==> config.mk <==
export PLATFORM = sky130hd
export DESIGN_NAME = lmwd_top
export DESIGN_NICKNAME = d
export VERILOG_FILES = /design/src/lmwd_pkg.sv /design/src/lmwd_top.sv
export SDC_FILE = /design/constraint.sdc
export NUM_CORES = 1
export LEC_CHECK = 0
export BUFFER_PORTS_ARGS = -buffer_cell sky130_fd_sc_hd__buf_2
export CORE_MARGIN = 3
export CORE_UTILIZATION = 60
export CTS_BUF_LIST = sky130_fd_sc_hd__clkbuf_8
export CTS_CLUSTER_SIZE = 12
export DETAILED_ROUTE_END_ITERATION = 10
export GPL_TIMING_DRIVEN = 0
export PLACE_DENSITY = 0.82
export SYNTH_ARGS = -nofsm -noshare
export SYNTH_HDL_FRONTEND = slang
export SYNTH_SLANG_ARGS = --single-unit
==> constraint.sdc <==
create_clock -name clk_i -period 15.9 [get_ports clk_i]
set_input_delay 0.795 -clock clk_i [delete_from_list [all_inputs] [get_ports clk_i]]
set_output_delay 0.795 -clock clk_i [all_outputs]
set_load 0.01 [all_outputs]
==> src/lmwd_pkg.sv <==
// Purpose: Shared constants and types for the LCD multiplex waveform driver.
// Assumes: 250 MHz system clock, APB register access, 32-bit data.
// Notes: Register offsets are byte addresses, one aligned word per register.
package lmwd_pkg;
    // Timing
    localparam int unsigned CLK_HZ = 250_000_000;
    localparam int unsigned SRC_MAX_HZ = 4096;
    localparam int unsigned TICK_CYCLES = CLK_HZ / SRC_MAX_HZ;

    // Register offsets
    localparam logic [7:0] ADDR_CTRL = 8'h00;
    localparam logic [7:0] ADDR_PADSEL = 8'h04;
    localparam logic [7:0] ADDR_FRAME = 8'h08;
    localparam logic [7:0] ADDR_BIAS = 8'h0C;
    localparam logic [7:0] ADDR_STATUS = 8'h10;
    localparam logic [1:0] ADDR_DATA_PAGE = 2'h1;
    localparam int unsigned NUM_DATA_REGS = 16;

    // Field positions
    localparam int unsigned CTRL_MUX_LSB = 0;
    localparam int unsigned CTRL_HALT_BIT = 2;
    localparam int unsigned FRM_FREQ_LSB = 0;
    localparam int unsigned FRM_DIV_LSB = 5;
    localparam int unsigned BIAS_CFG_W = 6;

    // Reset values
    localparam logic [7:0] CTRL_RST = 8'h00;
    localparam logic [7:0] PADSEL_RST = 8'hFF;
    localparam logic [7:0] FRAME_RST = 8'h00;
    localparam logic [7:0] BIAS_RST = 8'h00;
    localparam logic [7:0] DATA_RST = 8'h00;

    // Multiplex scheme codes
    localparam logic [1:0] MUX_STATIC = 2'h0;
    localparam logic [1:0] MUX_TWO = 2'h1;
    localparam logic [1:0] MUX_THREE = 2'h2;
    localparam logic [1:0] MUX_FOUR = 2'h3;

    // Drive level codes, V0 lowest to V3 highest
    localparam logic [1:0] LVL_0 = 2'h0;
    localparam logic [1:0] LVL_1 = 2'h1;
    localparam logic [1:0] LVL_2 = 2'h2;
    localparam logic [1:0] LVL_3 = 2'h3;

    // Bias generator configuration, bit 5 down to bit 0
    typedef struct packed {
        logic [1:0] bias_pump_clock_sel;
        logic bias_gen_standby;
        logic bias_ratio_sel;
        logic bias_gen_off;
        logic bias_internal_ref_en;
    } lmwd_bias_cfg_t;

    typedef enum logic {ST_STOPPED, ST_RUNNING} lmwd_state_t;
endpackage : lmwd_pkg

==> src/lmwd_top.sv <==
// Purpose: Segment LCD waveform timing generator with APB register file.
// Assumes: Zero-wait APB slave; levels are codes for the external bias ladder.
// Notes: Operation list below; pins idle at level 0 while stopped.
// Operation
// - Time up to 32 segment lines against up to four commons, static or multiplexed.
// - Static: one segment per pin, backplane on common zero.
// - Static: only data bits 0 and 4 matter.
// - Two-way: two segments per pin, commons zero and one.
// - Two-way: only data bits 0, 1, 4, 5 matter.
// - Three-way: pins 0-30 carry three segments, pin 31 is third common.
// - Three-way: bits 3 and 7 ignored.
// - Scheme field: 00 static, 01 two-way, 10 three-way.
// - Waveforms run while the halt bit is 0.
// - Pad group gets LCD drive when its select bit is 1.
// - Low nibble drives pin 2N, high nibble pin 2N+1; 1 means on.
// - Bias ratio bit 2: 1 half bias, 0 one-third bias.
// - Frame rate is source over twice divider times multiplex count.
// - Source select picks 512, 1024, 2048 or 4096 Hz.
// - Divider field divides the source by code plus one.
// - Data writes show from next frame; reads return shown value.
//
// Chosen here: the APB register port and the register addresses.
`timescale 1ns/1ps
`default_nettype none
module lmwd_top #(
    parameter int unsigned TICK_CYCLES = lmwd_pkg::TICK_CYCLES
) (
    // Clock and reset
    input wire logic clk_i,
    input wire logic reset_i,
    // APB slave
    input wire logic psel_i,
    input wire logic penable_i,
    input wire logic pwrite_i,
    input wire logic [7:0] paddr_i,
    input wire logic [31:0] pwdata_i,
    output logic [31:0] prdata_o,
    output logic pready_o,
    output logic pslverr_o,
    // Panel drive
    output logic [31:0][1:0] seg_level_o,
    output logic [1:0][1:0] com_level_o,
    output logic [31:0] seg_lcd_en_o,
    output logic frame_start_o,
    // Bias generator control
    output lmwd_pkg::lmwd_bias_cfg_t bias_cfg_o
);
    localparam int unsigned TW = $clog2(TICK_CYCLES + 1);

    logic [7:0] ctrl_q;
    logic [7:0] padsel_q;
    logic [7:0] frame_q;
    logic [7:0] bias_q;
    logic [15:0][7:0] pend_q;
    logic [15:0][7:0] disp_q;
    logic [31:0] prdata_q;
    logic pslverr_q;

    logic [1:0] mux_scheme_sel;
    logic waveform_halt;
    logic [1:0] source_freq_sel;
    logic [2:0] frame_div_sel;
    logic half_bias;

    lmwd_pkg::lmwd_state_t state_q;
    logic [TW-1:0] tick_cnt_q;
    logic [2:0] presc_q;
    logic [2:0] div_cnt_q;
    logic [1:0] slot_q;
    logic pol_q;
    logic base_tick;
    logic src_tick;
    logic step;
    logic last_slot;
    logic running;
    logic frame_start;

    logic apb_setup;
    logic apb_write;
    logic data_hit;
    logic [3:0] data_idx;
    logic [31:0] rd_data;
    logic rd_err;
    logic [3:0][1:0] com_lvl;
    logic [31:0][1:0] seg_lvl;

    assign mux_scheme_sel = ctrl_q[lmwd_pkg::CTRL_MUX_LSB +: 2];
    assign waveform_halt = ctrl_q[lmwd_pkg::CTRL_HALT_BIT];
    assign source_freq_sel = frame_q[lmwd_pkg::FRM_FREQ_LSB +: 2];
    assign frame_div_sel = frame_q[lmwd_pkg::FRM_DIV_LSB +: 3];
    assign half_bias = bias_q[2];
    assign bias_cfg_o = lmwd_pkg::lmwd_bias_cfg_t'(bias_q[lmwd_pkg::BIAS_CFG_W-1:0]);

    // APB decode; zero wait, so every access phase completes
    assign pready_o = 1'b1;
    assign prdata_o = prdata_q;
    assign pslverr_o = pslverr_q;
    assign apb_setup = psel_i && !penable_i;
    assign apb_write = psel_i && penable_i && pwrite_i && !pslverr_q;
    assign data_hit = paddr_i[7:6] == lmwd_pkg::ADDR_DATA_PAGE && paddr_i[1:0] == 2'h0;
    assign data_idx = paddr_i[5:2];

    // Read mux; unused nibble bits read as zero for the active scheme
    always_comb begin
        logic [3:0] nib_mask;
        logic [7:0] byte_mask;
        nib_mask = 4'hF >> (2'h3 - mux_scheme_sel);
        byte_mask = {nib_mask, nib_mask};
        rd_data = 32'h0000_0000;
        rd_err = 1'b0;
        if (data_hit) begin
            if (data_idx == 4'hF && mux_scheme_sel >= lmwd_pkg::MUX_THREE) begin
                byte_mask[7:4] = 4'h0;
            end
            if (data_idx == 4'hF && mux_scheme_sel == lmwd_pkg::MUX_FOUR) begin
                byte_mask[3:0] = 4'h0;
            end
            rd_data[7:0] = disp_q[data_idx] & byte_mask;
        end else begin
            case (paddr_i)
                lmwd_pkg::ADDR_CTRL: rd_data[7:0] = ctrl_q & 8'h07;
                lmwd_pkg::ADDR_PADSEL: rd_data[7:0] = padsel_q;
                lmwd_pkg::ADDR_FRAME: rd_data[7:0] = frame_q & 8'hE3;
                lmwd_pkg::ADDR_BIAS: rd_data[7:0] = bias_q & 8'h3F;
                lmwd_pkg::ADDR_STATUS: rd_data[3:0] = {slot_q, pol_q, running};
                default: rd_err = 1'b1;
            endcase
        end
    end

    // Read data and error captured in the setup phase
    always_ff @(posedge clk_i or posedge reset_i) begin
        if (reset_i) begin
            prdata_q <= 32'h0000_0000;
            pslverr_q <= 1'b0;
        end else if (apb_setup) begin
            prdata_q <= pwrite_i ? 32'h0000_0000 : rd_data;
            pslverr_q <= rd_err || (pwrite_i && paddr_i == lmwd_pkg::ADDR_STATUS);
        end
    end

    // Configuration registers
    always_ff @(posedge clk_i or posedge reset_i) begin
        if (reset_i) begin
            ctrl_q <= lmwd_pkg::CTRL_RST;
            padsel_q <= lmwd_pkg::PADSEL_RST;
            frame_q <= lmwd_pkg::FRAME_RST;
            bias_q <= lmwd_pkg::BIAS_RST;
        end else if (apb_write && !data_hit) begin
            case (paddr_i)
                lmwd_pkg::ADDR_CTRL: ctrl_q <= pwdata_i[7:0] & 8'h07;
                lmwd_pkg::ADDR_PADSEL: padsel_q <= pwdata_i[7:0];
                lmwd_pkg::ADDR_FRAME: frame_q <= pwdata_i[7:0] & 8'hE3;
                lmwd_pkg::ADDR_BIAS: bias_q <= pwdata_i[7:0] & 8'h3F;
                default: ;
            endcase
        end
    end

    // Pending segment data; software writes land here first
    always_ff @(posedge clk_i or posedge reset_i) begin
        if (reset_i) begin
            pend_q <= {lmwd_pkg::NUM_DATA_REGS{lmwd_pkg::DATA_RST}};
        end else if (apb_write && data_hit) begin
            pend_q[data_idx] <= pwdata_i[7:0];
        end
    end

    // Shown data follows pending only at frame start or while stopped
    always_ff @(posedge clk_i or posedge reset_i) begin
        if (reset_i) begin
            disp_q <= {lmwd_pkg::NUM_DATA_REGS{lmwd_pkg::DATA_RST}};
        end else if (frame_start || state_q == lmwd_pkg::ST_STOPPED) begin
            disp_q <= pend_q;
        end
    end

    // 4096 Hz base tick
    assign base_tick = tick_cnt_q == TW'(TICK_CYCLES - 1);
    always_ff @(posedge clk_i or posedge reset_i) begin
        if (reset_i) begin
            tick_cnt_q <= '0;
        end else if (base_tick) begin
            tick_cnt_q <= '0;
        end else begin
            tick_cnt_q <= tick_cnt_q + TW'(1);
        end
    end

    // Source select: codes 0 to 3 step every 8, 4, 2 or 1 base ticks
    assign src_tick = base_tick
        && ((presc_q & (3'h7 >> source_freq_sel)) == (3'h7 >> source_freq_sel));
    always_ff @(posedge clk_i or posedge reset_i) begin
        if (reset_i) begin
            presc_q <= 3'h0;
        end else if (base_tick) begin
            presc_q <= presc_q + 3'h1;
        end
    end

    // Divide by code plus one; >= tolerates a field rewritten mid-count
    assign step = src_tick && div_cnt_q >= frame_div_sel;
    always_ff @(posedge clk_i or posedge reset_i) begin
        if (reset_i) begin
            div_cnt_q <= 3'h0;
        end else if (step) begin
            div_cnt_q <= 3'h0;
        end else if (src_tick) begin
            div_cnt_q <= div_cnt_q + 3'h1;
        end
    end

    // Slot sequencer: 2 x mux steps per frame
    assign running = state_q == lmwd_pkg::ST_RUNNING;
    assign last_slot = slot_q >= mux_scheme_sel;
    assign frame_start = step && !waveform_halt
        && (!running || (last_slot && pol_q));
    always_ff @(posedge clk_i or posedge reset_i) begin
        if (reset_i) begin
            state_q <= lmwd_pkg::ST_STOPPED;
            slot_q <= 2'h0;
            pol_q <= 1'b0;
        end else if (step) begin
            case (state_q)
                lmwd_pkg::ST_STOPPED: begin
                    slot_q <= 2'h0;
                    pol_q <= 1'b0;
                    if (!waveform_halt) begin
                        state_q <= lmwd_pkg::ST_RUNNING;
                    end
                end
                lmwd_pkg::ST_RUNNING: begin
                    if (last_slot) begin
                        slot_q <= 2'h0;
                        pol_q <= !pol_q;
                        if (pol_q && waveform_halt) begin
                            state_q <= lmwd_pkg::ST_STOPPED; // Halt only at frame end
                        end
                    end else begin
                        slot_q <= slot_q + 2'h1;
                    end
                end
                default: state_q <= lmwd_pkg::ST_STOPPED;
            endcase
        end
    end

    // Common levels: selected at an extreme, other active ones mid-rail, unused at level 0
    always_comb begin
        for (int k = 0; k < 4; k++) begin
            if (!running || 2'(k) > mux_scheme_sel) begin
                com_lvl[k] = lmwd_pkg::LVL_0;
            end else if (slot_q == 2'(k)) begin
                com_lvl[k] = pol_q ? lmwd_pkg::LVL_0 : lmwd_pkg::LVL_3;
            end else if (half_bias) begin
                com_lvl[k] = lmwd_pkg::LVL_1;
            end else begin
                com_lvl[k] = pol_q ? lmwd_pkg::LVL_2 : lmwd_pkg::LVL_1;
            end
        end
    end

    // Segment levels per pin
    genvar p;
    generate
        for (p = 0; p < 32; p++) begin : g_seg
            logic [3:0] nib;
            logic seg_on;
            assign nib = disp_q[p / 2][(p % 2) * 4 +: 4];
            assign seg_on = nib[slot_q];
            assign seg_lcd_en_o[p] = padsel_q[7 - p / 4];
            always_comb begin
                if (!running) begin
                    seg_lvl[p] = lmwd_pkg::LVL_0;
                end else if (p == 31 && mux_scheme_sel >= lmwd_pkg::MUX_THREE) begin
                    seg_lvl[p] = com_lvl[2];
                end else if (p == 30 && mux_scheme_sel == lmwd_pkg::MUX_FOUR) begin
                    seg_lvl[p] = com_lvl[3];
                end else if (seg_on) begin
                    seg_lvl[p] = pol_q ? lmwd_pkg::LVL_3 : lmwd_pkg::LVL_0;
                end else if (mux_scheme_sel == lmwd_pkg::MUX_STATIC || half_bias) begin
                    seg_lvl[p] = pol_q ? lmwd_pkg::LVL_0 : lmwd_pkg::LVL_3;
                end else begin
                    seg_lvl[p] = pol_q ? lmwd_pkg::LVL_1 : lmwd_pkg::LVL_2;
                end
            end
        end
    endgenerate

    // Registered pin levels, one cycle behind the sequencer
    always_ff @(posedge clk_i or posedge reset_i) begin
        if (reset_i) begin
            seg_level_o <= '0;
            com_level_o <= '0;
            frame_start_o <= 1'b0;
        end else begin
            seg_level_o <= seg_lvl;
            com_level_o <= com_lvl[1:0];
            frame_start_o <= frame_start;
        end
    end
endmodule : lmwd_top
`default_nettype wire

==> results of run 1 <==
[registers in the layout, indices dropped and copies added (netlist names), 2 cells and up]
signal and cells:
frame_q 5, seg_level_o 64, prdata_o 8, presc_q 3, padsel_q 8, tick_cnt_q 16, pend_q 128, com_level_o 4
slot_q 2, ctrl_q 3, div_cnt_q 3, bias_q 6, disp_q 128
[worst paths after layout]
check | start | end | slack, ns | cells past startpoint
worst min register to register | pend_q[39] | disp_q[39] | 0.47 | 1
worst max register to register | slot_q[0] | disp_q[55] | 12.19 | 11
max in group asynchronous | reset_i | pend_q[98] | 14.25 | 4
min in group clk_i | pend_q[39] | disp_q[39] | 0.47 | 1
worst min-delay path | reset_i | pend_q[42] | 0.21 | 2
worst max-delay path | slot_q[0] | disp_q[55] | 12.19 | 11
[layout make-up]
class,instances,area (µm²)
Clock inverter,29,262
Fill cell,1972,8460
Inverter,14,60.1
Clock buffer,81,1110
Antenna cell,1,2.50
Sequential cell,382,9570
Buffer,134,807
Tap cell,384,480
Timing Repair Buffer,134,738
Multi-Input combinational cell,782,7520
[worst max-delay path, delay by kind of cell (launching register included)]
kind / cells / cell delay, ns
buf+inv: 5 / 1.50
compound gates: 2 / 0.79
flops: 1 / 0.38
mux: 1 / 0.36
fa+ha+maj: 1 / 0.30
simple gates: 2 / 0.24
[per-stage QoR]
stage	util [%]	hold slack [ns]	area (µm²)	cells
floorplan	-	0.437	18000	1312
global placement	65.8	0.457	19100	1827
detailed placement	66.1	0.466	19200	1830
CTS	70.8	0.229	20600	1940
global route	70.8	0.249	20600	1940
finish	70.9	0.214	20600	1941
[placed cells by master (no fill, tap or decap), types with 4 or more instances in the layout]
master,instances
buf_6,10
a221o_1,5
nor2_4,12
nor2_1,25
xnor2_1,43
mux4_2,65
nand2b_1,6
nor3_1,7
or3_1,33
a21oi_1,12
mux2_2,270
nand4_1,5
dfstp_2,8
ha_1,13
inv_1,26
clkbuf_1,47
a22oi_1,9
bufinv_16,5
buf_1,4
and2_1,36
o21ai_0,45
clkbuf_8,81
nand2_1,38
buf_2,149
conb_1,25
nor2b_1,11
dfrtp_1,374
nand3_1,14
mux2i_1,10
a22o_1,7
a21boi_0,32
clkinv_2,8
buf_4,55
mux2_1,14
[power breakdown]
group | switching [mW] | leakage, nW | internal, mW | total [mW]
registers | 0.00217 | 5.29 | 0.975 | 0.977
clock network | 0.389 | 0.754 | 0.534 | 0.923
logic | 0.0525 | 4.33 | 0.0186 | 0.0711
[kinds of logic after synthesis]
kind of cell             after synthesis  synth area share, %
flip-flops                           382                 53.6
buffers and inverters                148                 4.81
AO/OA/AOI/OAI                        134                 5.02
adder cells (fa/ha/maj)               13                0.910
multiplexers                         359                 26.7
XOR/XNOR                              46                 2.26
AND/OR/NAND/NOR                      205                 6.74
other                                  2               0.0420
[routing by layer]
metal / GRT usage (%) / part of all wire [%] / vias up
met3: 7.15 / 9.4 / 146
met4: 12.1 / 4.3 / 2
met1: 40.4 / 38 / 6111
li1: - / - / 5015
met5: 0 / 0.027 / -
met2: 51.8 / 48 / 644
==> metrics.txt, run 1 <==
antenna violations before repair=2; routed vias=11918; post-cts hold buffer count=0; post-synthesis sequential area ratio=53.6%; Layout Nets=1566; ANT nets after route=0; final setup vio count=0; Slew @ Worst Pin=0.896 ns; WL/cell=25.2 µm; status=finished clean; clk_lat worst skew=0.61 ns; leading area contributor after synthesis=dfrtp_1; top post-synthesis cells by count=dfrtp_1 (374), mux2_2 (270), mux4_2 (65), buf_4 (55), clkbuf_1 (47); number of synthesized flops with an enable pin=0; cell with the most instances after synthesis=dfrtp_1; pin count of the biggest net entering global routing=131; top_reg_cell synth=dfrtp_1; clk slew on worst S/H paths=0.07 ns; Seq cells post-synth=382; fmax=269 MHz; Final min period=3.71 ns; most frequent CP cell=buf_2; drt total wl=48.9 mm; CTS tree=done; synth unique cells=62; Worst Hold Class=in2async; share of the synthesized area in the top cell type=52.4%; initial core utilization=61.6%; DRC=0; I/O pins=186; peak supply drop=0.0000598 V; Pwr Density=95.9 mW/mm²; # clock sinks=382; die area=0.0319 mm²; row count=62; initial DRC count=1217; synth top area cells=dfrtp_1 (52%), mux2_2 (17%), mux4_2 (8.2%), buf_4 (2.3%), xnor2_1 (2.1%); clock root buffer=clkbuf_8; max incr delay on CP=0.42 ns; final worst setup slack=12.19 ns; gp weighted congestion=0.984; Cell Chain, Critical Path=buf_2, buf_2, inv_1, ha_1, nor2b_1, o21ai_0, nand4_2, o21ai_1, buf_4, buf_6, mux2_2; critical path peak fanout=10; P&R area growth vs syn=15.1%; grt total ovfl=0; average instance area after synthesis=13.9 µm²; Post-CTS Resized=0; Post-DP HPWL=35.0 mm; Hold Vio Cnt, Final=0; Worst slew margin=40.3%; CP startpoint kind=flip-flop; mapped cell area=0.0179 mm²; fraction of layout cells with a size suffix above 1=43.6%; number of global-route vias before repair=12470; Critical Path End Type=flip-flop; I/O Buffers=131; H-tree lvl count=2; core area=0.0290 mm²; Worst Path Required=16.37 ns; final setup TNS=0 ns; RSZ-0062 raised after global routing=no; kind of critical path=reg2reg; Tot GR Track Use=31.3%; via/cell ratio=6.14; Pwr Total=1.97 mW; first-pass GRT wire length=73.7 mm; Bufs on Longest Clock Path=3; Die H=179 µm; Slew Limit Fails=0; synth warn=0; Leakage Power=10.4 nW; Post-CTS Setup Bufs=0; drt pass-1 iters=6; Worst EP arrival=4.19 ns; CTS Buf Count=60; skew final=0.0256 ns; ys async rst share=100%; Max Cap Viol=0; final period utilization=23.3%; Critical Path Slowest Stage Cell=o21ai_0; Place WS=12.26 ns; Syn Inst Count=1289; die width=179 µm
No activity file was read; power rests on OpenSTA's default activity.
==> run 2, diff against run 1 <==
--- a/config.mk
+++ b/config.mk
@@ -7,12 +7,12 @@
 export LEC_CHECK = 0
 export BUFFER_PORTS_ARGS = -buffer_cell sky130_fd_sc_hd__buf_2
 export CORE_MARGIN = 3
-export CORE_UTILIZATION = 60
+export CORE_UTILIZATION = 55
 export CTS_BUF_LIST = sky130_fd_sc_hd__clkbuf_8
 export CTS_CLUSTER_SIZE = 12
 export DETAILED_ROUTE_END_ITERATION = 10
 export GPL_TIMING_DRIVEN = 0
-export PLACE_DENSITY = 0.82
+export PLACE_DENSITY = 0.79
 export SYNTH_ARGS = -nofsm -noshare
 export SYNTH_HDL_FRONTEND = slang
 export SYNTH_SLANG_ARGS = --single-unit
==> constraint.sdc (replaced) <==
create_clock -name clk_i -period 3.2 [get_ports clk_i]
set_input_delay 0.16 -clock clk_i [delete_from_list [all_inputs] [get_ports clk_i]]
set_output_delay 0.16 -clock clk_i [all_outputs]
set_load 0.01 [all_outputs]
==> run 2 against run 1 <==
Effect of this change:
- first-iteration DRC count shrank 0.58%
- sequential power grew to 5.0 times the previous value
- global-route usage shrank 3.1 points
- maximum frequency grew 23%
- register-to-register slack lost 12 ns
- critical path type unchanged
- critical path depth shrank 6
- critical endpoint is now seg_level_o[6]
- clock power grew to 4.5 times the previous value
- utilization shrank 5.9 points
- highest routed layer unchanged
==> metrics.txt, run 2 (synthesized netlist as in run 1, its figures left out) <==
status=finished clean (unchanged); WL/cell=24.1 µm (was 25.2 µm); commonest non-fill, non-tap cells in the layout=dfrtp_1 (374), mux2_2 (270), buf_2 (147) (was dfrtp_1 (374), mux2_2 (270), buf_2 (149)); worst reg2reg endpoint=seg_level_o[6] (was disp_q[55]); fraction of layout cells with a size suffix above 1=43.3% (was 43.6%); Critical Path End Type=flip-flop (unchanged); Leakage Power=10.4 nW (about the same); DRC=0 (unchanged); I/O pins=186 (unchanged); Worst Hold Class=in2async (unchanged); first-pass GRT wire length=73.1 mm (was 73.7 mm); P&R area growth vs syn=15.6% (was 15.1%); die area=0.0347 mm² (was 0.0319 mm²); largest registers=disp_q (128), pend_q (128), seg_level_o (64) (unchanged); drt pass-1 iters=7 (was 6); row count=65 (was 62); Slew @ Worst Pin=1.04 ns (was 0.896 ns); Bufs on Longest Clock Path=3 (unchanged); grt total ovfl=0 (unchanged); Worst slew margin=30.7% (was 40.3%); drt total wl=48.2 mm (was 48.9 mm); clock root buffer=clkbuf_8 (unchanged); I/O Buffers=131 (unchanged); Worst EP arrival=3.52 ns (was 4.19 ns); Cells after DPL=1888 (was 1830); Post-DP HPWL=35.2 mm (was 35.0 mm); core area=0.0318 mm² (was 0.0290 mm²); Die H=186 µm (was 179 µm); routed vias=11875 (was 11918); number of global-route vias before repair=12101 (was 12470); Pwr Total=9.37 mW (was 1.97 mW); Pwr Density=454 mW/mm² (was 95.9 mW/mm²); Worst Path Required=3.70 ns (was 16.37 ns); initial DRC count=1210 (was 1217); Hold Vio Cnt, Final=0 (unchanged); clk slew on worst S/H paths=0.07 ns (about the same); final setup vio count=0 (unchanged); clk_lat worst skew=0.60 ns (was 0.61 ns); design area=0.0207 mm² (was 0.0206 mm²); Max Cap Viol=0 (unchanged); pin count of the biggest net entering global routing=48 (was 131); antenna violations before repair=2 (unchanged); # clock sinks=382 (unchanged); dpl cell area=0.0194 mm² (was 0.0192 mm²); reg-to-reg critical path startpoint=slot_q[1] (was slot_q[0]); most common cell after layout, fill and taps aside=dfrtp_1 (unchanged); fmax=331 MHz (was 269 MHz); Layout Cells excl Fill=2001 (was 1941); initial core utilization=56.2% (was 61.6%); peak supply drop=0.000247 V (was 0.0000598 V); Reg2Reg Depth=5 (was 11); Post-CTS Setup Bufs=0 (unchanged); Layout Nets=1578 (was 1566); R2R Setup Slk=0.18 ns (was 12.19 ns); RSZ-0062 raised after global routing=no (unchanged); gp weighted congestion=0.993 (was 0.984); ANT nets after route=0 (unchanged); critical path peak fanout=10 (unchanged); kind of critical path=reg2reg (unchanged); Final min period=3.02 ns (was 3.71 ns); CTS Buf Count=59 (was 60); final period utilization=94.4% (was 23.3%); Tot GR Track Use=28.2% (was 31.3%); die width=186 µm (was 179 µm); Slew Limit Fails=0 (unchanged); fin util=65.0% (was 70.9%); CP startpoint kind=flip-flop (unchanged); via/cell ratio=5.93 (was 6.14); CTS tree=done (unchanged); n_diodes=0 (was 1); H-tree lvl count=2 (unchanged); Fillers=2319 (was 1972); skew final=0.0190 ns (was 0.0256 ns)
[run 2: cell count changes in the layout (fill, tap and decap cells not counted), sizes merged]
cell         before  now
buf             221  228
diode             1    0
clkinv            8   11
clkbuf          128  122
clkinvlp          3    1
dlygate4sd3       0    6
bufinv            5    2
inv              27   32
[run 2: critical path, cell delays in order, from the launching register on]
cell and delay [ns]:
dfrtp_1 0.40, clkbuf_1 0.54, clkbuf_1 0.84, mux4_2 0.54, or3_1 0.34, a21boi_0 0.25
[run 2: through the flow]
step           hold slack (ns)  setup slack (ns)  setup TNS (ns)
2_1_floorplan            0.312             -2.09         -786.17
3_3_place_gp             0.451             -3.92        -1508.50
3_5_place_dp             0.129            -0.393          -41.14
4_1_cts                 0.0458            0.0432               0
5_1_grt                 0.0619            0.0483               0
6_report                0.0721             0.178               0
[run 2: how the worst max path moves through the flow]
stage / start / to / slack (ns) / cells past startpoint
after CTS: slot_q[0] / disp_q[127] / 0.04 / 11
after global routing: slot_q[0] / disp_q[112] / 0.05 / 11
after floorplan: reset_i / bias_q[0] / -2.09 / 1
after detailed placement: slot_q[0] / disp_q[95] / -0.39 / 11
final: slot_q[1] / seg_level_o[6] / 0.18 / 5
after global placement: reset_i / pend_q[30] / -3.92 / 2
[run 2: final cells by class]
class,count,area [µm²],share of cell area [%]
inverter,14,56.3,0.273
sequential,382,9570,46.3
clock buffer,75,1030,5.00
tap,435,544,2.63
timing repair buffer,147,916,4.43
buffer,134,825,3.99
clock inverter,32,190,0.921
multi-input combinational,782,7530,36.4
[run 2: routing by layer]
layer,up-vias,GRT usage (%),share of wire (%)
li1,5033,-,-
met1,6162,39.5,42
met2,562,45.0,47
met3,116,5.29,7.9
met4,2,9.65,3.1
met5,-,0,0.023
[run 2: report_power, final]
group / total, mW / switching [mW] / internal [mW] / leakage, nW
combinational: 0.375 / 0.264 / 0.111 / 4.41
sequential: 4.85 / 0.0105 / 4.84 / 5.29
clock: 4.14 / 1.88 / 2.26 / 0.712
[run 2: timing repair]
action	in CTS	in global routing
cloned	0	0
setup endpoints to repair	128	120
hold buffers	6	0
hold endpoints to repair	53	0
gates resized for setup	5	3
==> run 3, diff against run 2 <==
--- a/config.mk
+++ b/config.mk
@@ -13,6 +13,7 @@
 export DETAILED_ROUTE_END_ITERATION = 10
 export GPL_TIMING_DRIVEN = 0
 export PLACE_DENSITY = 0.79
+export SLEW_MARGIN = 20
 export SYNTH_ARGS = -nofsm -noshare
 export SYNTH_HDL_FRONTEND = slang
 export SYNTH_SLANG_ARGS = --single-unit
==> constraint.sdc (replaced) <==
create_clock -name clk_i -period 2.53 [get_ports clk_i]
set_input_delay 0.1265 -clock clk_i [delete_from_list [all_inputs] [get_ports clk_i]]
set_output_delay 0.1265 -clock clk_i [all_outputs]
set_load 0.01 [all_outputs]
==> run 3 against run 2 <==
Effect of this change:
- the flow now finishes with violations (design-rule violations, negative setup slack)
- total power increased by 25%
- via count increased by 2.4%
- register-to-register slack got worse by 0.24 ns
- maximum frequency increased by 17%
- final cell count increased by 0.95%
- utilization increased by 2.5 points
- worst setup slack got worse by 0.24 ns
- non-clock buffer count increased by 22
- clock power increased by 24%
- critical path depth increased by 7
- wire length increased by 6.5%
- critical path type unchanged
- die area unchanged
==> metrics.txt, run 3 (synthesized netlist as in run 1, its figures left out) <==
RSZ-0062 raised after global routing=yes (was no); Worst Hold Class=in2reg (was in2async); I/O Buffers=131 (unchanged); Internal=9.02 mW (was 7.22 mW); row count=65 (unchanged); antenna violations before repair=2 (unchanged); number of global-route vias before repair=12348 (was 12101); peak supply drop=0.000323 V (was 0.000247 V); Reg power frac=52.2% (was 51.8%); Final min period=2.59 ns (was 3.02 ns); P&R area growth vs syn=20.1% (was 15.6%); Hold Vio Cnt, Final=0 (unchanged); fraction of layout cells with a size suffix above 1=45.2% (was 43.3%); Fillers=2178 (was 2319); initial DRC count=1352 (was 1210); DRC=1 (was 0); CP startpoint kind=flip-flop (unchanged); grt total ovfl=0 (unchanged); fin util=67.5% (was 65.0%); Slew @ Worst Pin=0.897 ns (was 1.04 ns); commonest non-fill, non-tap cells in the layout=dfrtp_1 (373), mux2_2 (199), buf_2 (145) (was dfrtp_1 (374), mux2_2 (270), buf_2 (147)); first-pass GRT wire length=75.2 mm (was 73.1 mm); critical path peak fanout=10 (unchanged); WL/cell=25.4 µm (was 24.1 µm); Bufs on Longest Clock Path=3 (unchanged); status=finished with violations (was finished clean); gp weighted congestion=0.995 (was 0.993); Pwr Density=548 mW/mm² (was 454 mW/mm²); Tot GR Track Use=29.0% (was 28.2%); Die H=186 µm (unchanged); die width=186 µm (unchanged); drt total wl=51.3 mm (was 48.2 mm); skew final=0.0223 ns (was 0.0190 ns); Leakage Power=10.9 nW (was 10.4 nW); Slew Limit Fails=0 (unchanged); CTS Buf Count=58 (was 59); Critical Path End Type=flip-flop (unchanged); Worst Path Required=3.00 ns (was 3.70 ns); Post-DP HPWL=35.8 mm (was 35.2 mm); Max Cap Viol=0 (unchanged); H-tree lvl count=2 (unchanged); Layout Nets=1599 (was 1578); multi-input combinational cell area=0.00788 mm² (was 0.00753 mm²); most common cell after layout, fill and taps aside=dfrtp_1 (unchanged); final worst setup slack=-0.0587 ns (was 0.178 ns); # clock sinks=382 (unchanged); Worst EP arrival=3.06 ns (was 3.52 ns); final setup vio count=89 (was 0); CTS tree=done (unchanged); clock root buffer=clkbuf_8 (unchanged); kind of critical path=reg2reg (unchanged); Switch Pwr=2.74 mW (was 2.16 mW); drt pass-1 iters=8 (was 7); Worst slew margin=40.2% (was 30.7%); clk slew on worst S/H paths=0.07 ns (about the same); routed vias=12157 (was 11875); I/O pins=186 (unchanged); largest registers=disp_q (128), pend_q (128), seg_level_o (64) (unchanged); ANT nets after route=0 (unchanged); via/cell ratio=6.02 (was 5.93); switching share of power=23.3% (was 23.0%); clk_lat worst skew=0.60 ns (about the same); initial core utilization=56.2% (unchanged); Sequential Area=0.00957 mm² (about the same); fmax=386 MHz (was 331 MHz); clock share of power=43.6% (was 44.2%); core area=0.0318 mm² (unchanged); pin count of the biggest net entering global routing=39 (was 48); final period utilization=102% (was 94.4%); hold_ws=0.0532 ns (was 0.0721 ns); combinational share of power=4.2% (was 4.0%); failing checks=design-rule violations, negative setup slack; die area=0.0347 mm² (unchanged); n_diodes=0 (unchanged)
run 3: power by group through the flow:
stage,combinational [mW],sequential [mW],clock (mW)
global route,0.533,6.14,5.48
finish,0.494,6.14,5.13
floorplan,0.275,6.25,0
CTS,0.488,6.14,5.18
detailed placement,0.479,6.25,0
global placement,0.421,6.26,0
run 3: layout make-up:
cell class,instances,area share [%]
Tap cell,435,2.54
Buffer,133,4.46
Timing Repair Buffer,170,5.89
Clock buffer,75,4.81
Inverter,14,0.280
Sequential cell,382,44.6
Multi-Input combinational cell,782,36.7
Clock inverter,29,0.700
run 3: layer usage:
metal  GRT usage [%]  vias to the layer above  wire (µm)  share of wire (%)
li1                -                     5090          -                  -
met1            39.9                     6299      20800                 40
met2            46.3                      655      24200                 47
met3            6.51                      111       4600                9.0
met4            10.1                        2       1720                3.4
met5               0                        -         19              0.037
run 3: critical path, cell delays in order, from the launching register on:
cell and delay, ns:
dfrtp_1 0.41, buf_12 0.12, buf_12 0.10, clkinvlp_4 0.10, ha_4 0.28, nor2b_4 0.05
o21ai_4 0.16, nand4_4 0.15, o21ai_4 0.28, buf_6 0.16, buf_12 0.15, buf_12 0.15
mux2_2 0.34
run 3: path summary, 6_finish.rpt:
path                                startpoint        endpoint  slack [ns]  depth (start not counted)
worst max-delay path                 slot_q[0]      disp_q[46]       -0.06                         12
worst min-delay path               pwdata_i[3]       bias_q[3]        0.05                          2
worst max register to register       slot_q[0]      disp_q[46]       -0.06                         12
worst min register to register  tick_cnt_q[15]  tick_cnt_q[15]        0.48                          1
max in group asynchronous              reset_i      disp_q[52]        1.21                          7
min in group asynchronous              reset_i   tick_cnt_q[4]        0.13                          3
run 3: metrics by stage:
stage / setup slack (ns) / instances / area (µm²) / TNS [ns] / power (mW)
3_3_place_gp: -4.56 / 1878 / 19200 / -1802.17 / 6.68
6_report: -0.0587 / 2020 / 21500 / -1.70 / 11.8
4_1_cts: -0.0263 / 2008 / 20900 / -0.600 / 11.8
2_1_floorplan: -2.72 / 1312 / 18000 / -1029.31 / 6.52
3_5_place_dp: -0.717 / 1890 / 19400 / -91.82 / 6.73
5_1_grt: -0.0989 / 2020 / 21500 / -6.60 / 12.2
run 3: timing repair:
action,4_1_cts,5_1_grt
gates cloned,2,5
endpoints found under the hold margin,111,0
hold buffers,6,0
endpoints found under the setup margin,174,133
pin swaps,3,4
setup buffers,7,7
gates resized for setup,30,107
